### src/mac_regs_cfg.svh
// Offsets, field positions, reset values and widths of the status/mode registers
`ifndef MAC_REGS_CFG_SVH
`define MAC_REGS_CFG_SVH

// ----------------------------------------
// Register byte addresses
// ----------------------------------------
`define ADDR_WIDTH 8
`define ADDR_STATUS 8'h28
`define ADDR_MODE 8'h30

// ----------------------------------------
// Reset values
// ----------------------------------------
`define STATUS_RESET 32'hfc000000
`define MODE_RESET 32'h02000000

// ----------------------------------------
// Status field positions
// ----------------------------------------
`define ST_TX_COMPLETE 0
`define ST_TX_STOPPED 1
`define ST_EVT_LSB 2
`define ST_W1C_MSB 16
`define W1C_WIDTH 17
`define ST_RX_LSB 17
`define ST_TX_LSB 20
`define ST_ERR_LSB 23
`define ST_RSVD_LSB 26
`define CODE_WIDTH 3

// ----------------------------------------
// Mode field positions
// ----------------------------------------
`define MD_CAPTURE 17
`define MD_PORT_SEL 18
`define MD_THRESH_10M 22
`define MD_CODING 23
`define MD_SCRAMBLE 24
`define MD_RECV_ALL 30
`define MD_ENH_CAPTURE 31

`endif

### src/mac_regs_pkg.sv
// Types shared by the status/mode register bank
`default_nettype none

package mac_regs_pkg;

   // 32-bit register word
   typedef logic [31:0] word_t;

   // Transmit process state codes as reported in status
   typedef enum logic [2:0] {
      TX_STOPPED   = 3'h0,
      TX_FETCH     = 3'h1,
      TX_WAIT_END  = 3'h2,
      TX_READ_BUF  = 3'h3,
      TX_RESERVED  = 3'h4,
      TX_SETUP     = 3'h5,
      TX_SUSPENDED = 3'h6,
      TX_CLOSE     = 3'h7
   } tx_state_e;

   // Receive process state codes as reported in status
   typedef enum logic [2:0] {
      RX_STOPPED   = 3'h0,
      RX_FETCH     = 3'h1,
      RX_CHECK_END = 3'h2,
      RX_WAIT_PKT  = 3'h3,
      RX_SUSPENDED = 3'h4,
      RX_CLOSE     = 3'h5,
      RX_FLUSH     = 3'h6,
      RX_QUEUE     = 3'h7
   } rx_state_e;

   // Fatal bus error causes; other codes are reserved
   typedef enum logic [2:0] {
      ERR_PARITY       = 3'h0,
      ERR_MASTER_ABORT = 3'h1,
      ERR_TARGET_ABORT = 3'h2
   } bus_err_e;

endpackage : mac_regs_pkg

`default_nettype wire

### src/regs_if.sv
// Internal carrier between the register core, its bus port and its flag bank
`default_nettype none
`include "mac_regs_cfg.svh"

interface regs_if;
   import mac_regs_pkg::*;

   logic wr_stb;                          // Write commits this cycle
   logic [`ADDR_WIDTH-1:0] addr;          // Held bus address
   word_t wdata;                          // Held bus write data
   word_t rdata;                          // Read word for addr
   logic hit;                             // Address is mapped
   logic [`W1C_WIDTH-1:0] flag_set;       // Hardware event per flag
   logic [`W1C_WIDTH-1:0] flag_clr;       // Software clear per flag
   logic [`W1C_WIDTH-1:0] flags;          // Sticky flag values

   modport core (output rdata, hit, flag_set, flag_clr,
                 input wr_stb, addr, wdata, flags);
   modport bus (input rdata, hit, output wr_stb, addr, wdata);
   modport flag (input flag_set, flag_clr, output flags);

endinterface : regs_if

`default_nettype wire

### src/mac_status_mode_regs.sv
// Status and operating-mode register bank of the DMA/MAC engine
`default_nettype none
`include "mac_regs_cfg.svh"

module mac_status_mode_regs
(
   input wire logic pclk,                          // System clock, 250 MHz
   input wire logic presetn,                       // Async reset, active low
   input wire logic psel,                          // APB select
   input wire logic penable,                       // APB access phase
   input wire logic pwrite,                        // APB direction, 1 is write
   input wire logic [`ADDR_WIDTH-1:0] paddr,       // APB byte address
   input wire mac_regs_pkg::word_t pwdata,         // APB write data
   output mac_regs_pkg::word_t prdata,             // APB read data
   output logic pready,                            // APB ready
   output logic pslverr,                           // APB error, unmapped address
   input wire mac_regs_pkg::tx_state_e tx_state,   // Live transmit process state
   input wire mac_regs_pkg::rx_state_e rx_state,   // Live receive process state
   input wire logic tx_frame_done,                 // Pulse: frame transmission ended
   input wire logic tx_first_irq_req,              // Completion-irq bit of first desc
   input wire logic [`ST_W1C_MSB:`ST_EVT_LSB] status_events, // Other status events
   input wire logic bus_err_valid,                 // Pulse: fatal bus error
   input wire mac_regs_pkg::bus_err_e bus_err_code, // Cause of the fatal error
   input wire logic soft_reset,                    // Software reset bit of bus mode
   input wire logic rx_addr_match,                 // Address filter result, this frame
   output logic enhanced_capture_enable,           // Enhanced capture resolution on
   output logic capture_effect_enable,             // Capture resolution on
   output logic receive_all_enable,                // Receive-all mode
   output logic scrambler_enable,                  // Scrambler active
   output logic coding_enable,                     // Coding functions active
   output logic symbol_ctrl_internal,              // Symbol port controls made inside
   output logic threshold_speed_select,            // 1: 10 Mb/s thresholds
   output logic port_select,                       // 0: serial port, 1: symbol port
   output logic frame_accept,                      // Accept current frame
   output logic match_report,                      // Match result for desc bit 30
   output logic device_halted                      // Halted after parity error
);
   import mac_regs_pkg::*;

   // ----------------------------------------
   // Internal wiring
   // ----------------------------------------
   regs_if rif ();                   // Carrier to the port and flags

   word_t mode_q;                    // Operating mode register
   word_t mode_d;                    // Next mode value
   tx_state_e tx_q;                  // Sampled transmit state
   rx_state_e rx_q;                  // Sampled receive state
   bus_err_e err_q;                  // Latched fatal error cause
   logic halted_q;                   // Halt after parity error
   logic accept_q;                   // Frame accept flop
   logic match_q;                    // Match report flop

   // ----------------------------------------
   // Bus port and flag bank
   // ----------------------------------------
   apb_port u_apb
   (
      .pclk (pclk),
      .presetn (presetn),
      .psel (psel),
      .penable (penable),
      .pwrite (pwrite),
      .paddr (paddr),
      .pwdata (pwdata),
      .prdata (prdata),
      .pready (pready),
      .pslverr (pslverr),
      .rif (rif.bus)
   );

   status_flags u_flags
   (
      .pclk (pclk),
      .presetn (presetn),
      .fif (rif.flag)
   );

   // ----------------------------------------
   // Address decode
   // ----------------------------------------
   wire sel_status = (rif.addr == `ADDR_STATUS);     // Status selected
   wire sel_mode = (rif.addr == `ADDR_MODE);         // Mode selected
   wire wr_status = rif.wr_stb & sel_status;         // Status write
   wire wr_mode = rif.wr_stb & sel_mode;             // Mode write

   assign rif.hit = sel_status | sel_mode;

   // ----------------------------------------
   // Status event sources
   // ----------------------------------------
   // Stopped entry detect
   // Compare against last cycle's state so reset alone raises nothing
   wire tx_enter_stop = (tx_state == TX_STOPPED) && (tx_q != TX_STOPPED);

   wire tx_complete_evt = tx_frame_done & tx_first_irq_req;

   // One driver for the whole set vector: events 16:2, stopped 1, complete 0
   assign rif.flag_set = {status_events, tx_enter_stop, tx_complete_evt};

   // Write-one clear
   // Zero bits of the write word leave the matching flag alone
   assign rif.flag_clr = wr_status ? rif.wdata[`ST_W1C_MSB:0] : '0;

   // ----------------------------------------
   // Status read word
   // ----------------------------------------
   // Live state fields
   // Bits 31:26 keep their reset ones; fields are read-only
   word_t status_rst;                // Reset image, source of the fixed ones
   word_t status_word;               // Assembled status
   assign status_rst = `STATUS_RESET;
   assign status_word = {
      status_rst[31:`ST_RSVD_LSB],
      err_q,
      tx_q,
      rx_q,
      rif.flags
   };

   assign rif.rdata = sel_status ? status_word : (sel_mode ? mode_q : 32'h0);

   // ----------------------------------------
   // Process state sampling
   // ----------------------------------------
   // Transmit state field
   // Suspended and running codes
   // One-cycle sample keeps the read path short; the value is never
   // more than one clock behind the processes
   always_ff @(posedge pclk or negedge presetn)
   begin
      if (!presetn)
      begin
         tx_q <= TX_STOPPED;
         rx_q <= RX_STOPPED;
      end
      else
      begin
         tx_q <= tx_state;
         rx_q <= rx_state;
      end
   end

   // ----------------------------------------
   // Fatal bus error and halt
   // ----------------------------------------
   // Latch error cause
   // No bus path to the field
   // The cause field is written by hardware only; bus writes never reach it
   always_ff @(posedge pclk or negedge presetn)
   begin
      if (!presetn)
         err_q <= ERR_PARITY;
      else if (bus_err_valid)
         err_q <= bus_err_code;
   end

   // Parity halt hold
   // Only the software reset or the hardware reset releases the halt; a new parity error in the
   // same cycle wins so the fault is never silently dropped
   always_ff @(posedge pclk or negedge presetn)
   begin
      if (!presetn)
         halted_q <= 1'b0;
      else if (bus_err_valid && (bus_err_code == ERR_PARITY))
         halted_q <= 1'b1;
      else if (soft_reset)
         halted_q <= 1'b0;
   end

   // ----------------------------------------
   // Operating mode register
   // ----------------------------------------
   // Coding off drops port select
   // Clearing the coding bit also forces the symbol port off, whatever
   // the write word carried in the port select bit
   always_comb
   begin
      mode_d = mode_q;
      if (wr_mode)
      begin
         mode_d = rif.wdata;
         if (!rif.wdata[`MD_CODING])
         begin
            mode_d[`MD_PORT_SEL] = 1'b0;
         end
      end
   end

   // Hardware reset only; software reset leaves the mode alone so that
   // the selected port survives a recovery
   always_ff @(posedge pclk or negedge presetn)
   begin
      if (!presetn)
         mode_q <= `MODE_RESET;
      else
         mode_q <= mode_d;
   end

   // ----------------------------------------
   // Receive-all frame acceptance
   // ----------------------------------------
   // Accept all, keep match
   // The filter result still goes to the descriptor even when everything
   // is accepted, so software can tell matched frames apart
   always_ff @(posedge pclk or negedge presetn)
   begin
      if (!presetn)
      begin
         accept_q <= 1'b0;
         match_q <= 1'b0;
      end
      else
      begin
         accept_q <= rx_addr_match | mode_q[`MD_RECV_ALL];
         match_q <= rx_addr_match;
      end
   end

   // ----------------------------------------
   // Mode outputs
   // ----------------------------------------
   // Enhanced capture enable
   assign enhanced_capture_enable = mode_q[`MD_ENH_CAPTURE];
   assign capture_effect_enable = mode_q[`MD_CAPTURE];
   assign receive_all_enable = mode_q[`MD_RECV_ALL];

   // Scrambler enable
   // Changing it live is not guarded here; software must avoid it
   assign scrambler_enable = mode_q[`MD_SCRAMBLE];

   assign coding_enable = mode_q[`MD_CODING];
   assign symbol_ctrl_internal = mode_q[`MD_CODING];

   // Threshold speed select
   // Taken as written; the transmit side must be stopped when it changes
   assign threshold_speed_select = mode_q[`MD_THRESH_10M];

   assign port_select = mode_q[`MD_PORT_SEL];

   assign frame_accept = accept_q;
   assign match_report = match_q;
   assign device_halted = halted_q;

endmodule // mac_status_mode_regs

`default_nettype wire

### src/apb_port.sv
// APB slave port: one wait state, registered answer, commit at the pready edge
`default_nettype none
`include "mac_regs_cfg.svh"

module apb_port
(
   input wire logic pclk,                         // System clock
   input wire logic presetn,                      // Async reset, active low
   input wire logic psel,                         // APB select
   input wire logic penable,                      // APB access phase
   input wire logic pwrite,                       // APB direction
   input wire logic [`ADDR_WIDTH-1:0] paddr,      // APB byte address
   input wire mac_regs_pkg::word_t pwdata,        // APB write data
   output mac_regs_pkg::word_t prdata,            // APB read data
   output logic pready,                           // APB ready
   output logic pslverr,                          // APB error
   regs_if.bus rif                                // Register core side
);
   import mac_regs_pkg::*;

   // ----------------------------------------
   // Phase decode
   // ----------------------------------------
   word_t prdata_q;                  // Captured read word
   logic pready_q;                   // Ready flop
   logic pslverr_q;                  // Error flop
   wire first_access = psel & penable & ~pready_q;  // Access cycle one
   wire done = psel & penable & pready_q;           // Completing edge

   // The request is held stable by the master, so pass it straight in
   assign rif.addr = paddr;
   assign rif.wdata = pwdata;
   // Writes land only on the edge where pready is seen high
   assign rif.wr_stb = done & pwrite & rif.hit;

   // ----------------------------------------
   // Answer flops
   // ----------------------------------------
   // Read data is sampled one cycle before pready, which keeps every
   // bus output a flop at the cost of one wait state
   always_ff @(posedge pclk or negedge presetn)
   begin
      if (!presetn)
      begin
         pready_q <= 1'b0;
         pslverr_q <= 1'b0;
         prdata_q <= 32'h0;
      end
      else if (first_access)
      begin
         pready_q <= 1'b1;
         pslverr_q <= ~rif.hit;
         prdata_q <= (rif.hit && !pwrite) ? rif.rdata : 32'h0;
      end
      else
      begin
         pready_q <= 1'b0;
         pslverr_q <= 1'b0;
      end
   end

   assign prdata = prdata_q;
   assign pready = pready_q;
   assign pslverr = pslverr_q;

endmodule // apb_port

`default_nettype wire

### src/status_flags.sv
// Sticky status flags: hardware sets, software clears by writing one
`default_nettype none
`include "mac_regs_cfg.svh"

module status_flags
(
   input wire logic pclk,        // System clock
   input wire logic presetn,     // Async reset, active low
   regs_if.flag fif              // Set/clear in, flags out
);

   // ----------------------------------------
   // One flop per flag
   // ----------------------------------------
   genvar i;
   generate
      for (i = 0; i < `W1C_WIDTH; i++)
      begin : g_flag
         logic flag_q;           // Flag state
         // A set in the clearing cycle survives, so no event is lost
         always_ff @(posedge pclk or negedge presetn)
         begin
            if (!presetn)
               flag_q <= 1'(`STATUS_RESET >> i);
            else if (fif.flag_set[i])
               flag_q <= 1'b1;
            else if (fif.flag_clr[i])
               flag_q <= 1'b0;
         end
         assign fif.flags[i] = flag_q;
      end
   endgenerate

endmodule // status_flags

`default_nettype wire

### config.mk
export PLATFORM = sky130hd
export DESIGN_NAME = mac_status_mode_regs
export DESIGN_NICKNAME = d
export VERILOG_FILES = /design/src/mac_regs_pkg.sv /design/src/regs_if.sv /design/src/mac_status_mode_regs.sv /design/src/apb_port.sv /design/src/status_flags.sv
export VERILOG_INCLUDE_DIRS = /design/src
export SDC_FILE = /design/constraint.sdc
export NUM_CORES = 1
export LEC_CHECK = 0
export ABC_AREA = 1
export BUFFER_PORTS_ARGS = -buffer_cell sky130_fd_sc_hd__buf_2
export CAP_MARGIN = 20
export CELL_PAD_IN_SITES_DETAIL_PLACEMENT = 1
export CELL_PAD_IN_SITES_GLOBAL_PLACEMENT = 2
export CORE_UTILIZATION = 32
export CTS_CLUSTER_SIZE = 14
export DETAILED_ROUTE_END_ITERATION = 16
export HOLD_SLACK_MARGIN = 0.12
export MAX_ROUTING_LAYER = met4
export PLACE_DENSITY = 0.93
export SYNTH_ARGS = -nofsm -noshare
export SYNTH_HDL_FRONTEND = slang
export SYNTH_SLANG_ARGS = --single-unit
### constraint.sdc
create_clock -name pclk -period 2.5 [get_ports pclk]
set_clock_uncertainty 0.15 [all_clocks]
set_input_delay 0.375 -clock pclk [delete_from_list [all_inputs] [get_ports pclk]]
set_output_delay 0.375 -clock pclk [all_outputs]
set_load 0.02 [all_outputs]
==> results of run 1 <==
==> final cells by class <==
class / instances / share of cell area (%)
timing repair buffer: 168 / 19.6
multi-input combinational: 322 / 24.7
clock inverter: 5 / 1.44
tap: 168 / 3.78
inverter: 46 / 3.11
clock buffer: 11 / 4.55
sequential: 95 / 42.8
==> how the worst min path moves through the flow <==
stage                     startpoint       endpoint  slack [ns]
after floorplan              presetn  device_halted       -0.07
after global placement       presetn  device_halted        0.26
after detailed placement     presetn  device_halted        0.27
after CTS                 pwdata[18]     mode_q[18]        0.12
after global routing      pwdata[23]     mode_q[23]        0.15
final                     pwdata[18]     mode_q[18]        0.13
==> metal layers <==
metal | vias up | share of wire (%) | wire, um
met5 | - | 0 | 0
li1 | 1772 | - | -
met1 | 1719 | 44 | 5000
met2 | 65 | 52 | 5960
met3 | 13 | 2.3 | 262
met4 | 0 | 1.7 | 191
==> critical path, delay by kind of cell <==
family                 cells  cell delay (ns)
AND/OR/NAND/NOR            3             0.49
AO/OA/AOI/OAI              1             0.10
buffers and inverters      3             1.31
==> state kept, by name, indices dropped and copies added (netlist names) <==
name and cells:
u_apb.pslverr 1, u_flags.g_flag.flag_q 17, err_q 3, frame_accept 1, match_report 1, u_apb.pready 1
rx_q 3, u_apb.prdata 32, device_halted 1, mode_q 32, tx_q 3
==> stage by stage <==
step	utilization [%]	power, mW	cell area (sq um)	cells	setup slack (ns)
floorplan	-	1.64	4040	481	0.899
global placement	39.4	1.76	4790	756	0.485
detailed placement	39.4	1.76	4790	756	0.434
CTS	45.7	3.34	5560	815	0.306
global route	45.7	3.42	5560	815	0.0793
finish	45.7	3.29	5560	815	0.312
==> cells in the mapped netlist <==
cell type / instances / area (sq um)
o21ai_1: 10 / 50.1
o31ai_1: 1 / 7.51
nor2_1: 13 / 48.8
mux2_2: 1 / 11.3
or2_2: 1 / 6.26
nor2_4: 3 / 33.8
o21ai_2: 6 / 52.6
clkbuf_1: 3 / 11.3
dfstp_2: 1 / 26.3
o32ai_1: 1 / 8.76
nand2_1: 247 / 927
nand2_4: 1 / 11.3
nand2_2: 2 / 12.5
o21a_1: 1 / 7.51
buf_4: 3 / 22.5
nand4_1: 1 / 6.26
inv_1: 42 / 158
nor2_8: 1 / 20.0
nand3_1: 1 / 5.00
o21ai_0: 28 / 140
nor2_2: 3 / 18.8
dfrtp_1: 94 / 2350
nor3_1: 1 / 5.00
buf_2: 9 / 45.0
inv_2: 4 / 15.0
buf_6: 3 / 33.8
==> cell usage in the layout (no fill, tap or decap), drive strengths merged <==
cell type	n
o21a	1
clkinv	1
o31ai	1
inv	46
clkbuf	11
buf	125
bufinv	2
or2	1
dfstp	1
nand2	250
o32ai	1
nand3	1
dlygate4sd3	43
o21ai	44
nor3	1
nand4	1
dfrtp	94
mux2	1
nor2	20
clkinvlp	2
==> power breakdown <==
group	internal [mW]	leakage, nW	switching [mW]
clock	0.929	0.158	0.580
combinational	0.108	1.74	0.114
sequential	1.55	1.20	0.00780
==> cells by family (layout without fill, tap and decap cells) <==
group	Yosys count	after routing	synth area share [%]
AND/OR/NAND/NOR	274	274	27.1
flip-flops	95	95	58.9
buffers and inverters	64	230	7.07
multiplexers	1	1	0.279
AO/OA/AOI/OAI	47	47	6.60
==> results.ini, run 1 <==
[floorplanning]
num_rows = 40
start_util_pct = 33.2
ioPinCount = 119
die_y_um = 114
core_sq_um = 12200
die_area_sq_um = 13100
die_x_um = 114

[placed_design]
numPortBuffers = 118
gp_congestion = 0.757
hpwl_mm = 7.56

[worst_setup_path]
reg2reg_to = mode_q[14]
reg2reg_slack_ns = 0.57
cp.required_ns = 2.61
reg2reg_from = u_apb.pready
crit_arrival_ns = 2.30
path_class = in2reg
cpPeakStageDelay_ns = 0.65
critPathLaunchType = input port
path_cells = dlygate4sd3_1 -> buf_2 -> nand4_1 -> nor2_8 -> inv_2 -> nand2_1 -> o21ai_2
cp_max_fo = 48
endpoint_kind = flip-flop
crit_path_top_delay_cell = inv_2
reg2regPathDepth = 5
cp-endpoint = mode_q[14]
crit_start = penable

[route]
vias = 3569
drt_wl_total_mm = 11.4
via_per_inst = 4.38
wl_per_cell_um = 14.0
firstDrtPassIters = 4
drc = 0
ant_nets = 0
drt_iter0_markers = 178

[status]
status = finished clean

[flow_run]
cap_viol_max_count = 0

[clock_tree]
cts-root-buf = clkbuf_16
cts-resized-gates = 0
numCtsBuffers = 9
ctsHoldBuffers = 43
postCtsSetupRepairBufs = 0
cts_tree = done
cts.clk_slew.worst_paths_ns = 0.06
clock_sinks = 95
clk_path_buf_depth = 2
htree_levels = 3
clk_latency_ns = 0.34

[timing]
hold-worst-slack_ns = 0.128
min_period_ns = 2.19
finalSetupTns_ns = 0
max_freq_mhz = 457
maxSlewHeadroom_pct = 41.4
slew_viol_final = 0
finalSetupViolCount = 0
max_slew.worst_pin.slew_ns = 0.878
grt_setup_unrepaired = no
fin_crit_sh_pct = 87.5
hold_violations = 0

[worst_hold_path]
hold_path_class = in2reg
min_path_cells = 3

[final_layout]
nets = 716
multi_input_area_sq_um = 1370
diodes = 0
synthToLayoutAreaGrowth_pct = 37.6
final_layout_size_suffix_gt1_share_pct = 25.3
ff_latch_area_sq_um = 2380
final.fill_count = 1495

[global_route]
grt_use_met2_pct = 34.9
first_global_vias = 3796
grt_use_total_pct = 19.8
grt.overflow.total = 0
antenna_found_initial = 0
grt_most_used_layer = met2
met3_usage_pct = 2.81
grt_max_degree = 49
grt_pass1_wl_mm = 19.0
grt_use_met1_pct = 22.9

[synthesis]
synthesis.area_sq_um = 4040
synthDistinctLibCells = 26
synth_seq_cells = 95
ys.warnings.count = 0
syn_inst = 481
synth-seq-area-share_pct = 58.9
avgSynthCellArea_sq_um = 8.39
syn_nets = 555

[power]
peakVddDrop_v = 0.000336
power.leakage_nw = 3.10
powerDensity_nw_per_um2 = 593

Power figures use the tool's default switching activity.
==> run 2, diff against run 1 <==
- CORE_UTILIZATION: 32 -> 33
- PLACE_DENSITY: 0.93 -> 0.94
- SETUP_SLACK_MARGIN: unset -> 0.15
- SYNTH_HIERARCHICAL: unset -> 1
==> results.ini, run 2 <==
[status]
status = finished clean

[timing]
maxSlewHeadroom_pct = 58.8  ; +17 points
grt_setup_unrepaired = no
max_freq_mhz = 500  ; +9.3%
fin_crit_sh_pct = 80.1  ; -7.4 points
min_period_ns = 2.00  ; -0.186 ns
finalSetupTns_ns = 0  ; unchanged
slew_viol_final = 0  ; unchanged
hold_violations = 0  ; unchanged
finalSetupViolCount = 0  ; unchanged
max_slew.worst_pin.slew_ns = 0.619  ; -0.259 ns

[clock_tree]
clk_latency_ns = 0.35  ; about the same
postCtsSetupRepairBufs = 0  ; unchanged
htree_levels = 3  ; unchanged
cts-root-buf = clkbuf_16
clock_sinks = 95  ; unchanged
numCtsBuffers = 9  ; unchanged
cts_tree = done
clk_path_buf_depth = 2  ; unchanged
cts.clk_slew.worst_paths_ns = 0.07  ; about the same

[route]
vias = 4261  ; +19%
wl_per_cell_um = 14.2  ; +1.6%
firstDrtPassIters = 4  ; unchanged
ant_nets = 0  ; unchanged
drt_iter0_markers = 128  ; -28%
drc = 0  ; unchanged
via_per_inst = 4.43  ; +1.3%
drt_wl_total_mm = 13.7  ; +20%

[final_layout]
layout_commonest_cell = nand2_1
diodes = 0  ; unchanged
nets = 842  ; +18%
synthToLayoutAreaGrowth_pct = 18.7
final_layout_size_suffix_gt1_share_pct = 22.1  ; -3.2 points
final_cell_mix = nand2_1, buf_2, inv_1, dfrtp_1, nand3_1

[floorplanning]
core_sq_um = 15200  ; +25%
die_x_um = 127  ; +11%
start_util_pct = 33.8  ; +0.64 points
num_rows = 45  ; +13%
ioPinCount = 119  ; unchanged
die_area_sq_um = 16100  ; +23%
die_y_um = 127  ; +11%

[synthesis]
synthDistinctLibCells = 23  ; -12%
syn_inst = 677  ; +41%
synth_common_cells = nand2_1, dfrtp_1, inv_1
syn_nets = 751  ; +35%
yosys.area.top_type = dfrtp_1
yosysTopAreaCellShare_pct = 45.7  ; -13 points
synth.most_common_cell = nand2_1
synth_edf_count = 0  ; unchanged
synth-seq-area-share_pct = 46.3  ; -13 points
synthArstFlopShare_pct = 100  ; unchanged
synthesis.area_sq_um = 5140  ; +27%
synth_seq_cells = 95  ; unchanged
yosys_most_used_dff = dfrtp_1
avgSynthCellArea_sq_um = 7.60  ; -9.5%
yosys-top-cells-area = dfrtp_1, nand2_1, buf_4
ys.warnings.count = 6  ; +6

[worst_setup_path]
critPathLaunchType = input port
endpoint_kind = flip-flop
reg2reg_slack_ns = 0.75  ; +0.18 ns
cp_common_cell = nand2_1
critPathTopFamily = simple AND/OR/NAND/NOR gates
cp_max_fo = 32  ; -33%
crit_buf_inv = 2  ; -1
path_class = in2reg
cp.required_ns = 2.58  ; -0.03 ns
crit_arrival_ns = 2.08  ; -0.22 ns
crit_path_top_delay_cell = nand3_4
cpPeakStageDelay_ns = 0.37  ; -0.28 ns
path_cells = buf_2 -> inv_1 -> nand2_1 -> nor2_1 -> nand2_1 -> nand2_1 -> nand3_1 -> nor2_4 -> nand3_4 -> nand2_1 -> nand2_1

[flow_run]
cap_viol_max_count = 0  ; unchanged

[placed_design]
hpwl_mm = 9.46  ; +25%
numPortBuffers = 118  ; unchanged
gp_congestion = 0.765  ; +1.1%

[global_route]
grt_max_degree = 46  ; -6.1%
antenna_found_initial = 0  ; unchanged
first_global_vias = 4638  ; +22%
grt_pass1_wl_mm = 23.3  ; +22%
grt.overflow.total = 0  ; unchanged
grt_use_total_pct = 19.2  ; -0.63 points

[power]
peakVddDrop_v = 0.000320  ; -4.7%
total_power_mw = 3.21  ; -2.5%
powerDensity_nw_per_um2 = 526  ; -11%
power.leakage_nw = 3.43  ; +11%

[worst_hold_path]
hold_path_class = in2reg

[run 2: changes by cell type in the layout (fill, tap and decap cells not counted), moves of 2 or more]
| cell | change |
|---|---|
| nand3_1 | +59 |
| inv_1 | +52 |
| nor2_1 | +31 |
| o21ai_0 | -24 |
| nand2_1 | +19 |
| nor2_4 | +10 |
| o21ai_1 | -9 |
| dlygate4sd3_1 | -8 |
| o21ai_2 | -6 |
| buf_4 | +5 |
| inv_2 | -4 |
| clkinv_4 | +2 |
| clkinvlp_4 | -2 |
| nand3_4 | +2 |
[run 2: tightest hold or removal path, delay by kind of cell]
| family | cells | cell delay, ns |
|---|---|---|
| simple gates | 2 | 0.13 |
| buf+inv | 1 | 0.09 |
[run 2: final cells by class]
| type | instances | area, sq um |
|---|---|---|
| Clock inverter | 5 | 57.6 |
| Inverter | 95 | 359 |
| Fill cell | 1910 | 9100 |
| Tap cell | 188 | 235 |
| Timing Repair Buffer | 166 | 1070 |
| Sequential cell | 95 | 2380 |
| Clock buffer | 11 | 243 |
| Multi-Input combinational cell | 401 | 1770 |
[run 2: metal layers]
metal	vias up	global-route usage [%]	share of wire (%)
met5	-	-	0
met4	0	8.19	2.6
met3	25	2.24	2.5
met2	71	32.1	50
met1	2042	23.4	45
li1	2123	-	-
[run 2: path summary, 6_finish.rpt]
check / cells past startpoint / from / end
hold reg to reg: 2 / u_apb/prdata[28] / u_apb/prdata[28]
hold / removal: 3 / pwdata[9] / mode_q[9]
setup / recovery: 11 / paddr[2] / mode_q[19]
min in group asynchronous: 2 / presetn / u_flags/g_flag[5].flag_q
setup reg to reg: 5 / u_apb/pready / mode_q[19]
max in group asynchronous: 3 / presetn / mode_q[25]
[run 2: metrics by stage]
step | area [sq um] | hold WS (ns) | utilization (%) | std cells | worst slack, ns
final | 6110 | 0.125 | 40.2 | 961 | 0.498
after global routing | 6110 | 0.136 | 40.2 | 961 | 0.263
after CTS | 6110 | 0.120 | 40.2 | 961 | 0.499
after detailed placement | 5460 | 0.284 | 35.9 | 910 | 0.136
after global placement | 5460 | 0.281 | 35.9 | 910 | 0.192
after floorplan | 5140 | -0.0706 | - | 677 | 0.233
[run 2: repair_timing]
| action | CTS | global route |
|---|---|---|
| hold buffers | 35 | 0 |
| gates resized for setup | 0 | 0 |
| hold endpoints to repair | 78 | 0 |
[run 2: cell families after synthesis]
kind of cell           share of synthesized area (%)
and+or+nand+nor                                 33.5
buffers and inverters                           19.5
DFF                                             46.3
AOI/OAI and AO/OA                              0.754
[run 2: power by group]
group / total [mW] / leakage, nW / switching (mW) / internal (mW)
logic: 0.240 / 2.07 / 0.136 / 0.104
clock network: 1.41 / 0.149 / 0.609 / 0.804
registers: 1.56 / 1.21 / 0.00672 / 1.55
